==> src/logic/mbag_map.svh <==
// Register offsets, field positions and reset values of the address generator
// Assumes a 32-bit APB slave with byte addresses, one aligned word per register
`ifndef MBAG_MAP_SVH
`define MBAG_MAP_SVH

// ****************************************************************
// Register offsets
// ****************************************************************
`define MBAG_ADDR_W          8
`define MBAG_OFS_CTRL        8'h00
`define MBAG_OFS_PIVOT       8'h04
`define MBAG_OFS_X_START     8'h08
`define MBAG_OFS_X_END       8'h0C
`define MBAG_OFS_Y_START     8'h10
`define MBAG_OFS_Y_END       8'h14
`define MBAG_OFS_STATUS      8'h18
`define MBAG_OFS_WRAP_CNT    8'h1C

// ****************************************************************
// Field positions
// ****************************************************************
`define MBAG_CTRL_XSEL_LSB   0
`define MBAG_CTRL_YSEL_LSB   4
`define MBAG_CTRL_BSEL_LSB   8
`define MBAG_CTRL_YEN_BIT    14
`define MBAG_CTRL_XEN_BIT    15
`define MBAG_PIVOT_EN_BIT    15
`define MBAG_SEL_OFF         4'hF

// ****************************************************************
// Reset values
// ****************************************************************
`define MBAG_CTRL_RST        16'h0FFF
`define MBAG_PIVOT_RST       16'h0000
`define MBAG_BOUND_RST       16'h0000

`endif

==> src/logic/mbag_pkg.sv <==
// Types shared by the address generator and its modulo unit
// Assumes the decoder supplies one request per generator per cycle
package mbag_pkg;

	// Addressing mode of one operand access
	typedef enum logic [2:0] {
		MBAG_INDIRECT,
		MBAG_POST_INC,
		MBAG_POST_DEC,
		MBAG_PRE_INC,
		MBAG_PRE_DEC,
		MBAG_REG_OFFSET,
		MBAG_LIT_OFFSET
	} mbag_mode_type;

	// Request from the instruction decoder
	typedef struct packed {
		logic          valid;
		logic [3:0]    wreg;
		logic [15:0]   ptr;
		mbag_mode_type mode;
		logic [15:0]   delta;
		logic          byte_sel;
	} mbag_req_type;

	// Answer towards data memory and the register file
	typedef struct packed {
		logic        valid;
		logic [15:0] ea;
		logic        wb_en;
		logic [3:0]  wb_reg;
		logic [15:0] wb_val;
		logic        wrapped;
		logic        bitrev;
	} mbag_res_type;

endpackage

==> src/logic/mbag_agen.sv <==
// One address generator with circular buffer correction
// Assumes a signed delta; pure combinational, the caller registers the result
`timescale 1ns/1ps
`default_nettype none

module mbag_agen
	import mbag_pkg::*;
(
	// Request
	input  wire mbag_pkg::mbag_req_type req_in,
	// Configuration
	input  wire logic                   mod_on_in,
	input  wire logic [3:0]             sel_in,
	input  wire logic [15:0]            start_in,
	input  wire logic [15:0]            end_in,
	input  wire logic                   word_in,
	// Result
	output mbag_pkg::mbag_res_type      res_out
);

	logic        hit;
	logic [15:0] eff_delta;
	logic [15:0] sum;
	logic [15:0] len;
	logic        over;
	logic        under;
	logic [15:0] corr;
	logic        pre_use;
	logic        is_mod;

	// Any selected working register may be corrected
	assign hit       = mod_on_in && (req_in.wreg == sel_in);
	assign eff_delta = (req_in.mode == MBAG_INDIRECT) ? 16'h0000 : req_in.delta;
	assign sum       = req_in.ptr + eff_delta;
	assign len       = end_in - start_in + 16'h0001;
	// Beyond, not just equal, so large steps still wrap
	assign over      = !eff_delta[15] && (sum > end_in);
	assign under     = eff_delta[15] && (sum < start_in);

	always_comb
	begin
		corr = sum;
		if (hit && over)
		begin
			corr = sum - len;
		end
		else if (hit && under)
		begin
			corr = sum + len;
		end
	end

	assign pre_use = (req_in.mode == MBAG_PRE_INC) || (req_in.mode == MBAG_PRE_DEC)
		|| (req_in.mode == MBAG_REG_OFFSET) || (req_in.mode == MBAG_LIT_OFFSET);
	assign is_mod  = (req_in.mode == MBAG_PRE_INC) || (req_in.mode == MBAG_PRE_DEC)
		|| (req_in.mode == MBAG_POST_INC) || (req_in.mode == MBAG_POST_DEC);

	always_comb
	begin
		res_out         = '0;
		res_out.valid   = req_in.valid;
		res_out.ea      = pre_use ? corr : req_in.ptr;
		// Offset modes correct the address but leave the register
		res_out.wb_en   = req_in.valid && is_mod;
		res_out.wb_reg  = req_in.wreg;
		res_out.wb_val  = corr;
		res_out.wrapped = req_in.valid && hit && (over || under);
		if (hit && word_in)
		begin
			res_out.ea[0]     = 1'b0;
			res_out.wb_val[0] = 1'b0;
		end
	end

endmodule

`default_nettype wire

==> src/logic/mbag_top.sv <==
// Modulo address generation for X read, X write and Y, bit-reversed for X write
// Assumes requests come from same-clock decode logic; APB slave, zero wait
`timescale 1ns/1ps
`default_nettype none
`include "mbag_map.svh"

module mbag_top
(
	// Clock and reset
	input  wire logic                   CLK_IN,
	input  wire logic                   ARST_N_IN,
	// APB slave
	input  wire logic                   PSEL_IN,
	input  wire logic                   PENABLE_IN,
	input  wire logic                   PWRITE_IN,
	input  wire logic [31:0]            PADDR_IN,
	input  wire logic [31:0]            PWDATA_IN,
	output var  logic [31:0]            PRDATA_OUT,
	output var  logic                   PREADY_OUT,
	output var  logic                   PSLVERR_OUT,
	// Decoder requests
	input  wire mbag_pkg::mbag_req_type XR_REQ_IN,
	input  wire mbag_pkg::mbag_req_type XW_REQ_IN,
	input  wire mbag_pkg::mbag_req_type Y_REQ_IN,
	// Generated addresses
	output mbag_pkg::mbag_res_type      XR_RES_OUT,
	output mbag_pkg::mbag_res_type      XW_RES_OUT,
	output mbag_pkg::mbag_res_type      Y_RES_OUT
);

	import mbag_pkg::*;

	// ****************************************************************
	// Reset release
	// ****************************************************************
	logic        rst_meta_ff;
	logic        rst_n_ff;

	always_ff @(posedge CLK_IN or negedge ARST_N_IN)
	begin
		if (!ARST_N_IN)
		begin
			rst_meta_ff <= 1'b0;
			rst_n_ff    <= 1'b0;
		end
		else
		begin
			rst_meta_ff <= 1'b1;
			rst_n_ff    <= rst_meta_ff;
		end
	end

	// ****************************************************************
	// Registers
	// ****************************************************************
	logic [15:0] ctrl_ff;
	logic [15:0] pivot_ff;
	logic [15:0] x_start_ff;
	logic [15:0] x_end_ff;
	logic [15:0] y_start_ff;
	logic [15:0] y_end_ff;
	logic [15:0] wrap_cnt_ff;
	logic [31:0] rdata_ff;
	logic        err_ff;

	logic [7:0]  addr;
	logic        setup;
	logic        wr_acc;
	logic        mapped;
	logic [31:0] nxt_rdata;
	logic [3:0]  status;

	assign addr   = PADDR_IN[7:0];
	assign setup  = PSEL_IN && !PENABLE_IN;
	assign wr_acc = PSEL_IN && PENABLE_IN && PWRITE_IN && !err_ff;
	assign mapped = (PADDR_IN[31:8] == 24'h000000) && (addr[1:0] == 2'b00)
		&& (addr <= `MBAG_OFS_WRAP_CNT);

	always_ff @(posedge CLK_IN or negedge rst_n_ff)
	begin
		if (!rst_n_ff)
		begin
			ctrl_ff    <= `MBAG_CTRL_RST;
			pivot_ff   <= `MBAG_PIVOT_RST;
			x_start_ff <= `MBAG_BOUND_RST;
			x_end_ff   <= `MBAG_BOUND_RST;
			y_start_ff <= `MBAG_BOUND_RST;
			y_end_ff   <= `MBAG_BOUND_RST;
		end
		else if (wr_acc)
		begin
			unique case (addr)
				`MBAG_OFS_CTRL:    ctrl_ff    <= PWDATA_IN[15:0];
				`MBAG_OFS_PIVOT:   pivot_ff   <= PWDATA_IN[15:0];
				`MBAG_OFS_X_START: x_start_ff <= PWDATA_IN[15:0];
				`MBAG_OFS_X_END:   x_end_ff   <= PWDATA_IN[15:0];
				`MBAG_OFS_Y_START: y_start_ff <= PWDATA_IN[15:0];
				`MBAG_OFS_Y_END:   y_end_ff   <= PWDATA_IN[15:0];
				default:
				begin
				end
			endcase
		end
	end

	// Read data sampled in setup so it leaves a flip-flop
	always_comb
	begin
		nxt_rdata = 32'h00000000;
		unique case (addr)
			`MBAG_OFS_CTRL:     nxt_rdata[15:0] = ctrl_ff;
			`MBAG_OFS_PIVOT:    nxt_rdata[15:0] = pivot_ff;
			`MBAG_OFS_X_START:  nxt_rdata[15:0] = x_start_ff;
			`MBAG_OFS_X_END:    nxt_rdata[15:0] = x_end_ff;
			`MBAG_OFS_Y_START:  nxt_rdata[15:0] = y_start_ff;
			`MBAG_OFS_Y_END:    nxt_rdata[15:0] = y_end_ff;
			`MBAG_OFS_STATUS:   nxt_rdata[3:0]  = status;
			`MBAG_OFS_WRAP_CNT: nxt_rdata[15:0] = wrap_cnt_ff;
			default:            nxt_rdata = 32'h00000000;
		endcase
	end

	always_ff @(posedge CLK_IN or negedge rst_n_ff)
	begin
		if (!rst_n_ff)
		begin
			rdata_ff <= 32'h00000000;
			err_ff   <= 1'b0;
		end
		else if (setup)
		begin
			rdata_ff <= mapped ? nxt_rdata : 32'h00000000;
			err_ff   <= !mapped;
		end
	end

	assign PRDATA_OUT  = rdata_ff;
	assign PREADY_OUT  = 1'b1;
	assign PSLVERR_OUT = PSEL_IN && PENABLE_IN && err_ff;

	// ****************************************************************
	// Enables
	// ****************************************************************
	logic [3:0]  x_sel;
	logic [3:0]  y_sel;
	logic [3:0]  b_sel;
	logic        x_mod_on;
	logic        y_mod_on;
	logic        brev_on;
	logic        brev_act;
	logic        xw_incr;

	assign x_sel    = ctrl_ff[`MBAG_CTRL_XSEL_LSB +: 4];
	assign y_sel    = ctrl_ff[`MBAG_CTRL_YSEL_LSB +: 4];
	assign b_sel    = ctrl_ff[`MBAG_CTRL_BSEL_LSB +: 4];
	assign x_mod_on = (x_sel != `MBAG_SEL_OFF) && ctrl_ff[`MBAG_CTRL_XEN_BIT];
	assign y_mod_on = (y_sel != `MBAG_SEL_OFF) && ctrl_ff[`MBAG_CTRL_YEN_BIT];
	assign brev_on  = (b_sel != `MBAG_SEL_OFF) && pivot_ff[`MBAG_PIVOT_EN_BIT];
	assign xw_incr  = (XW_REQ_IN.mode == MBAG_PRE_INC) || (XW_REQ_IN.mode == MBAG_POST_INC);
	// Bytes and other modes fall back to normal addressing
	assign brev_act = brev_on && xw_incr && !XW_REQ_IN.byte_sel
		&& (XW_REQ_IN.wreg == b_sel);

	// ****************************************************************
	// Modulo generators
	// ****************************************************************
	mbag_res_type xr_res;
	mbag_res_type xw_res;
	mbag_res_type y_res;

	mbag_agen u_xr
	(
		.req_in    (XR_REQ_IN),
		.mod_on_in (x_mod_on),
		.sel_in    (x_sel),
		.start_in  (x_start_ff),
		.end_in    (x_end_ff),
		.word_in   (1'b0),
		.res_out   (xr_res)
	);

	// Reversal switches modulo off here, read side keeps it
	mbag_agen u_xw
	(
		.req_in    (XW_REQ_IN),
		.mod_on_in (x_mod_on && !brev_act),
		.sel_in    (x_sel),
		.start_in  (x_start_ff),
		.end_in    (x_end_ff),
		.word_in   (1'b0),
		.res_out   (xw_res)
	);

	mbag_agen u_y
	(
		.req_in    (Y_REQ_IN),
		.mod_on_in (y_mod_on),
		.sel_in    (y_sel),
		.start_in  (y_start_ff),
		.end_in    (y_end_ff),
		.word_in   (1'b1),
		.res_out   (y_res)
	);

	// ****************************************************************
	// Bit-reversed update
	// ****************************************************************
	function automatic logic [15:0] mirror16(input logic [15:0] v);
		logic [15:0] r;
		r = 16'h0000;
		for (int i = 0; i < 16; i++)
		begin
			r[i] = v[15 - i];
		end
		return r;
	endfunction

	logic [15:0] piv_bytes;
	logic [15:0] ptr_word;
	logic [15:0] brev_next;
	mbag_res_type xw_final;

	// Word data: pointer LSB dropped, pivot scaled to bytes
	assign piv_bytes = {pivot_ff[14:0], 1'b0};
	assign ptr_word  = {XW_REQ_IN.ptr[15:1], 1'b0};
	// Carry runs downwards; valid only for an aligned buffer start
	// Carry into bit 0 is dropped, word data keeps the LSB clear
	assign brev_next = mirror16(mirror16(ptr_word) + mirror16(piv_bytes))
		& 16'hFFFE;

	always_comb
	begin
		xw_final = xw_res;
		if (brev_act)
		begin
			xw_final.ea      = (XW_REQ_IN.mode == MBAG_PRE_INC) ? brev_next : ptr_word;
			xw_final.wb_val  = brev_next;
			xw_final.wb_en   = XW_REQ_IN.valid;
			xw_final.wrapped = 1'b0;
			xw_final.bitrev  = XW_REQ_IN.valid;
		end
	end

	// ****************************************************************
	// Result registers and status
	// ****************************************************************
	always_ff @(posedge CLK_IN or negedge rst_n_ff)
	begin
		if (!rst_n_ff)
		begin
			XR_RES_OUT <= '0;
			XW_RES_OUT <= '0;
			Y_RES_OUT  <= '0;
		end
		else
		begin
			XR_RES_OUT <= xr_res;
			XW_RES_OUT <= xw_final;
			Y_RES_OUT  <= y_res;
		end
	end

	assign status = {XW_RES_OUT.bitrev, Y_RES_OUT.wrapped, XW_RES_OUT.wrapped,
		XR_RES_OUT.wrapped};

	// Counter saturates; a write of any value clears it, and a wrap in the same cycle counts from zero
	logic [1:0]  wrap_inc;

	assign wrap_inc = 2'(xr_res.wrapped) + 2'(xw_final.wrapped) + 2'(y_res.wrapped);

	always_ff @(posedge CLK_IN or negedge rst_n_ff)
	begin
		if (!rst_n_ff)
		begin
			wrap_cnt_ff <= 16'h0000;
		end
		else if (wrap_inc != 2'b00)
		begin
			if (wr_acc && (addr == `MBAG_OFS_WRAP_CNT))
			begin
				wrap_cnt_ff <= {14'h0000, wrap_inc};
			end
			else if (wrap_cnt_ff <= (16'hFFFF - {14'h0000, wrap_inc}))
			begin
				wrap_cnt_ff <= wrap_cnt_ff + {14'h0000, wrap_inc};
			end
			else
			begin
				wrap_cnt_ff <= 16'hFFFF;
			end
		end
		else if (wr_acc && (addr == `MBAG_OFS_WRAP_CNT))
		begin
			wrap_cnt_ff <= 16'h0000;
		end
	end

endmodule

`default_nettype wire

==> config.mk <==
export PLATFORM = sky130hd
export DESIGN_NAME = mbag_top
export DESIGN_NICKNAME = d
export VERILOG_FILES = /design/src/logic/mbag_pkg.sv /design/src/logic/mbag_agen.sv /design/src/logic/mbag_top.sv
export VERILOG_INCLUDE_DIRS = /design/src /design/src/logic
export SDC_FILE = /design/constraint.sdc
export NUM_CORES = 1
export LEC_CHECK = 0
export ABC_AREA = 1
export BUFFER_PORTS_ARGS = -buffer_cell sky130_fd_sc_hd__buf_4
export CORE_ASPECT_RATIO = 1.2
export CORE_UTILIZATION = 25
export CTS_BUF_LIST = sky130_fd_sc_hd__clkbuf_8 sky130_fd_sc_hd__clkbuf_16
export CTS_CLUSTER_DIAMETER = 60
export DETAILED_ROUTE_END_ITERATION = 10
export PLACE_DENSITY_LB_ADDON = 0.3
export SLEW_MARGIN = 5
export SYNTH_ARGS = -nofsm -noshare
export SYNTH_HDL_FRONTEND = slang
export SYNTH_SLANG_ARGS = --single-unit
export TNS_END_PERCENT = 20
==> constraint.sdc <==
create_clock -name CLK_IN -period 7.4 [get_ports CLK_IN]
set_clock_uncertainty 0.1 [all_clocks]
set_input_delay 0.74 -clock CLK_IN [delete_from_list [all_inputs] [get_ports CLK_IN]]
set_output_delay 0.74 -clock CLK_IN [all_outputs]
set_load 0.01 [all_outputs]
==> metrics <==
CTS H-tree depth=2; Final Hold Viols=0; Max Freq=154 MHz; gr ovfl total=0; Final min period=6.48 ns; Syn Inst Count=3,337; synthesized flop and latch total=249; layout cell share with drive strength beyond 1=12.8%; Combinational Power Share=39.5%; DP Area=27,200 sq um; first-pass GRT wire length=134,000 um; GRT Util Overall=18.6%; leading cell type in the layout, fill and taps excluded=nand2_1; Most used DFF post-synth=dfrtp_1; Seq/Total Area, Yosys=26.6%; final period utilization=87.5%; FF-to-FF Start=x_start_ff[7]; worst setup path end=wrap_cnt_ff[10]; clk slew on worst S/H paths=0.06 ns; Worst R2R End=XW_RES_OUT[38]; Die Wd=282 um; worst setup margin=0.922 ns; most frequent cells in the layout=nand2_1, inv_1, buf_4, ha_1, dfrtp_1; DP HPWL=74,100 um; Compound-Gate Fraction of Synth Area=14.7%; crit-path max FO=14; largest family of logic cells by synthesized area=simple AND/OR/NAND/NOR gates; Worst EP arrival=6.82 ns; diode count=0; startpoint types=input port; worst slack, placed=0.379 ns; CTS tree=yes; core area=92,700 sq um; Synth area leaders=dfrtp_1, ha_1, nand2_1; Die H=338 um; final instance area=28,400 sq um; Critical Path RT=7.74 ns; IO buf count=308; count of warnings emitted by yosys=0; Switching Share=38.6%; CP startpoint=XR_REQ_IN[18]; largest area contributor in the netlist=dfrtp_1; Cell variety after synth=64; Syn Std Cell Area=23,500 sq um; RSZ-0062 raised after global routing=no; routed len/inst=18.2 um; clk root buf=clkbuf_16; Worst-Skew Late Latency=0.59 ns; num ports=346; count of pins over their slew limit=0; worst rel slew slack=19.8%; slowest stage cell, crit path=xor2_1; Post-Synth Adder-Cell Area=17.4%; Sink Count=249; nets@finish=4,155; CTS Hold Bufs=1; FF-to-FF setup slack=2.77 ns; Yosys top cell area share=25.3%; Crit. End Element=register; DRC=0; number of DRC markers in iteration 0=1,148; starting density of the core=25.3%; Hold Crit Class=in2reg; Area Growth Syn to Fin=21.1%; Power Total=5310 uW; Cell Pwr Density=187 nW/um^2; measured slew at the worst slew-check pin=1.20 ns; Seq pwr share=28.5%; clock share of power=32.0%; max-cap viol count=0; TritonCTS buffer count=34; total number of vias=22,795; Fin Setup TNS=0 ns; Synth Area in XOR/XNOR=6.05%; P_int=3260 uW; CP max stage delay=0.62 ns; vias in the first global route=23,128; final setup vio count=0; kind of critical path=in2reg; RePlAce Congestion=0.909; Rows=122; Final ANT Viol Nets=0; Mean Syn Cell Area=7.03 sq um; Async S/R FF share, synth=100%; total die area=95,000 sq um; Resized Gates After CTS=0; outcome=finished, final reports clean; Post-Route WL=89,100 um; Static Leakage=0.0147 uW; r2r worst-path depth=23; post-synthesis mux area share=0%; simple-gate share of the synthesized area=25.5%; first-pass detailed-route iteration total=5; postcts setup bufs=0; Net Switching=2050 uW; antenna violations before repair=0; largest net degree at the start of global routing=130; most used cell, CP=nand2_1; worst vdd ir=136 uV; EDFF count, synth=0; clock tree buffer depth=3; vias per cell=4.64
[cells in the mapped netlist, types with 13 or more instances]
master and n:
a21oi_1 202, nand3_1 177, fa_1 14, nand2_1 871
o22ai_1 28, o21ai_0 234, nor2_1 227, xnor2_1 27
dfrtp_1 237, nor3_1 51, clkbuf_1 49, xor2_1 135
buf_4 22, inv_1 461, a31oi_1 22, a21o_1 18
o211ai_1 21, nor4_1 13, nand4_1 22, o21bai_1 25
ha_1 303, buf_2 24
[kinds of logic after synthesis]
logic type | count (synthesis)
xor gates and xnor gates | 162
DFF | 249
AOI/OAI and AO/OA | 611
buffers and inverters | 572
and+or+nand+nor | 1424
adders and majority gates | 317
other | 2
[worst max-delay path: cells and delay by family]
kind	cells	cell delay, ns
compound gates	5	0.73
xor+xnor	2	0.75
fa+ha+maj	5	1.89
buf+inv	6	0.86
simple gates	17	1.82
[area by class of cell]
cell class | count | area, sq um
fillers | 10187 | 64300
clock buffers | 38 | 906
multi-input cells | 2534 | 15000
flip-flops and latches | 249 | 6250
clock inverters | 22 | 245
inverters | 471 | 1770
well taps | 1240 | 1550
repair buffers | 356 | 2690
[stage by stage]
stage	hold WS [ns]	util (%)	cells
final	0.176	30.6	4910
after global routing	0.154	30.6	4910
after CTS	0.134	30.6	4910
after detailed placement	0.236	29.4	4849
after global placement	0.234	29.4	4849
after floorplan	0.231	-	3355
[how the worst min path moves through the flow]
stage             startpoint              to  slack (ns)  cells after the start
5_1_grt        XW_REQ_IN[40]  XW_RES_OUT[39]        0.15                      1
3_3_place_gp     rst_meta_ff        rst_n_ff        0.23                      0
2_1_floorplan    rst_meta_ff        rst_n_ff        0.23                      0
4_1_cts        XW_REQ_IN[40]  XW_RES_OUT[39]        0.13                      1
6_report       XW_REQ_IN[40]  XW_RES_OUT[39]        0.18                      1
3_5_place_dp     rst_meta_ff        rst_n_ff        0.24                      0
[power by group through the flow]
stage / sequential [uW] / combinational, uW / clock, uW
6_report: 1520 / 2100 / 1700
3_3_place_gp: 1540 / 2100 / 0
3_5_place_dp: 1540 / 2110 / 0
2_1_floorplan: 1600 / 1230 / 0
4_1_cts: 1520 / 2120 / 1750
5_1_grt: 1530 / 2350 / 1790
[sequential cells by signal (all words and copies together) (netlist names)]
| register | flops |
|---|---|
| err_ff | 1 |
| x_start_ff | 16 |
| x_end_ff | 16 |
| rst_meta_ff | 1 |
| rst_n_ff | 1 |
| pivot_ff | 16 |
| Y_RES_OUT | 39 |
| XW_RES_OUT | 40 |
| wrap_cnt_ff | 16 |
| XR_RES_OUT | 39 |
| y_start_ff | 16 |
| ctrl_ff | 16 |
| y_end_ff | 16 |
| PRDATA_OUT | 16 |
[routing by layer]
metal | vias to the layer above | GRT usage (%) | share of wire, %
li1 | 11476 | - | -
met1 | 10679 | 19.4 | 37
met2 | 476 | 36.5 | 55
met3 | 164 | 1.87 | 3.4
met4 | 0 | 9.12 | 4.9
met5 | - | 0 | 0
Note: power is estimated with default switching activity, not from simulation.
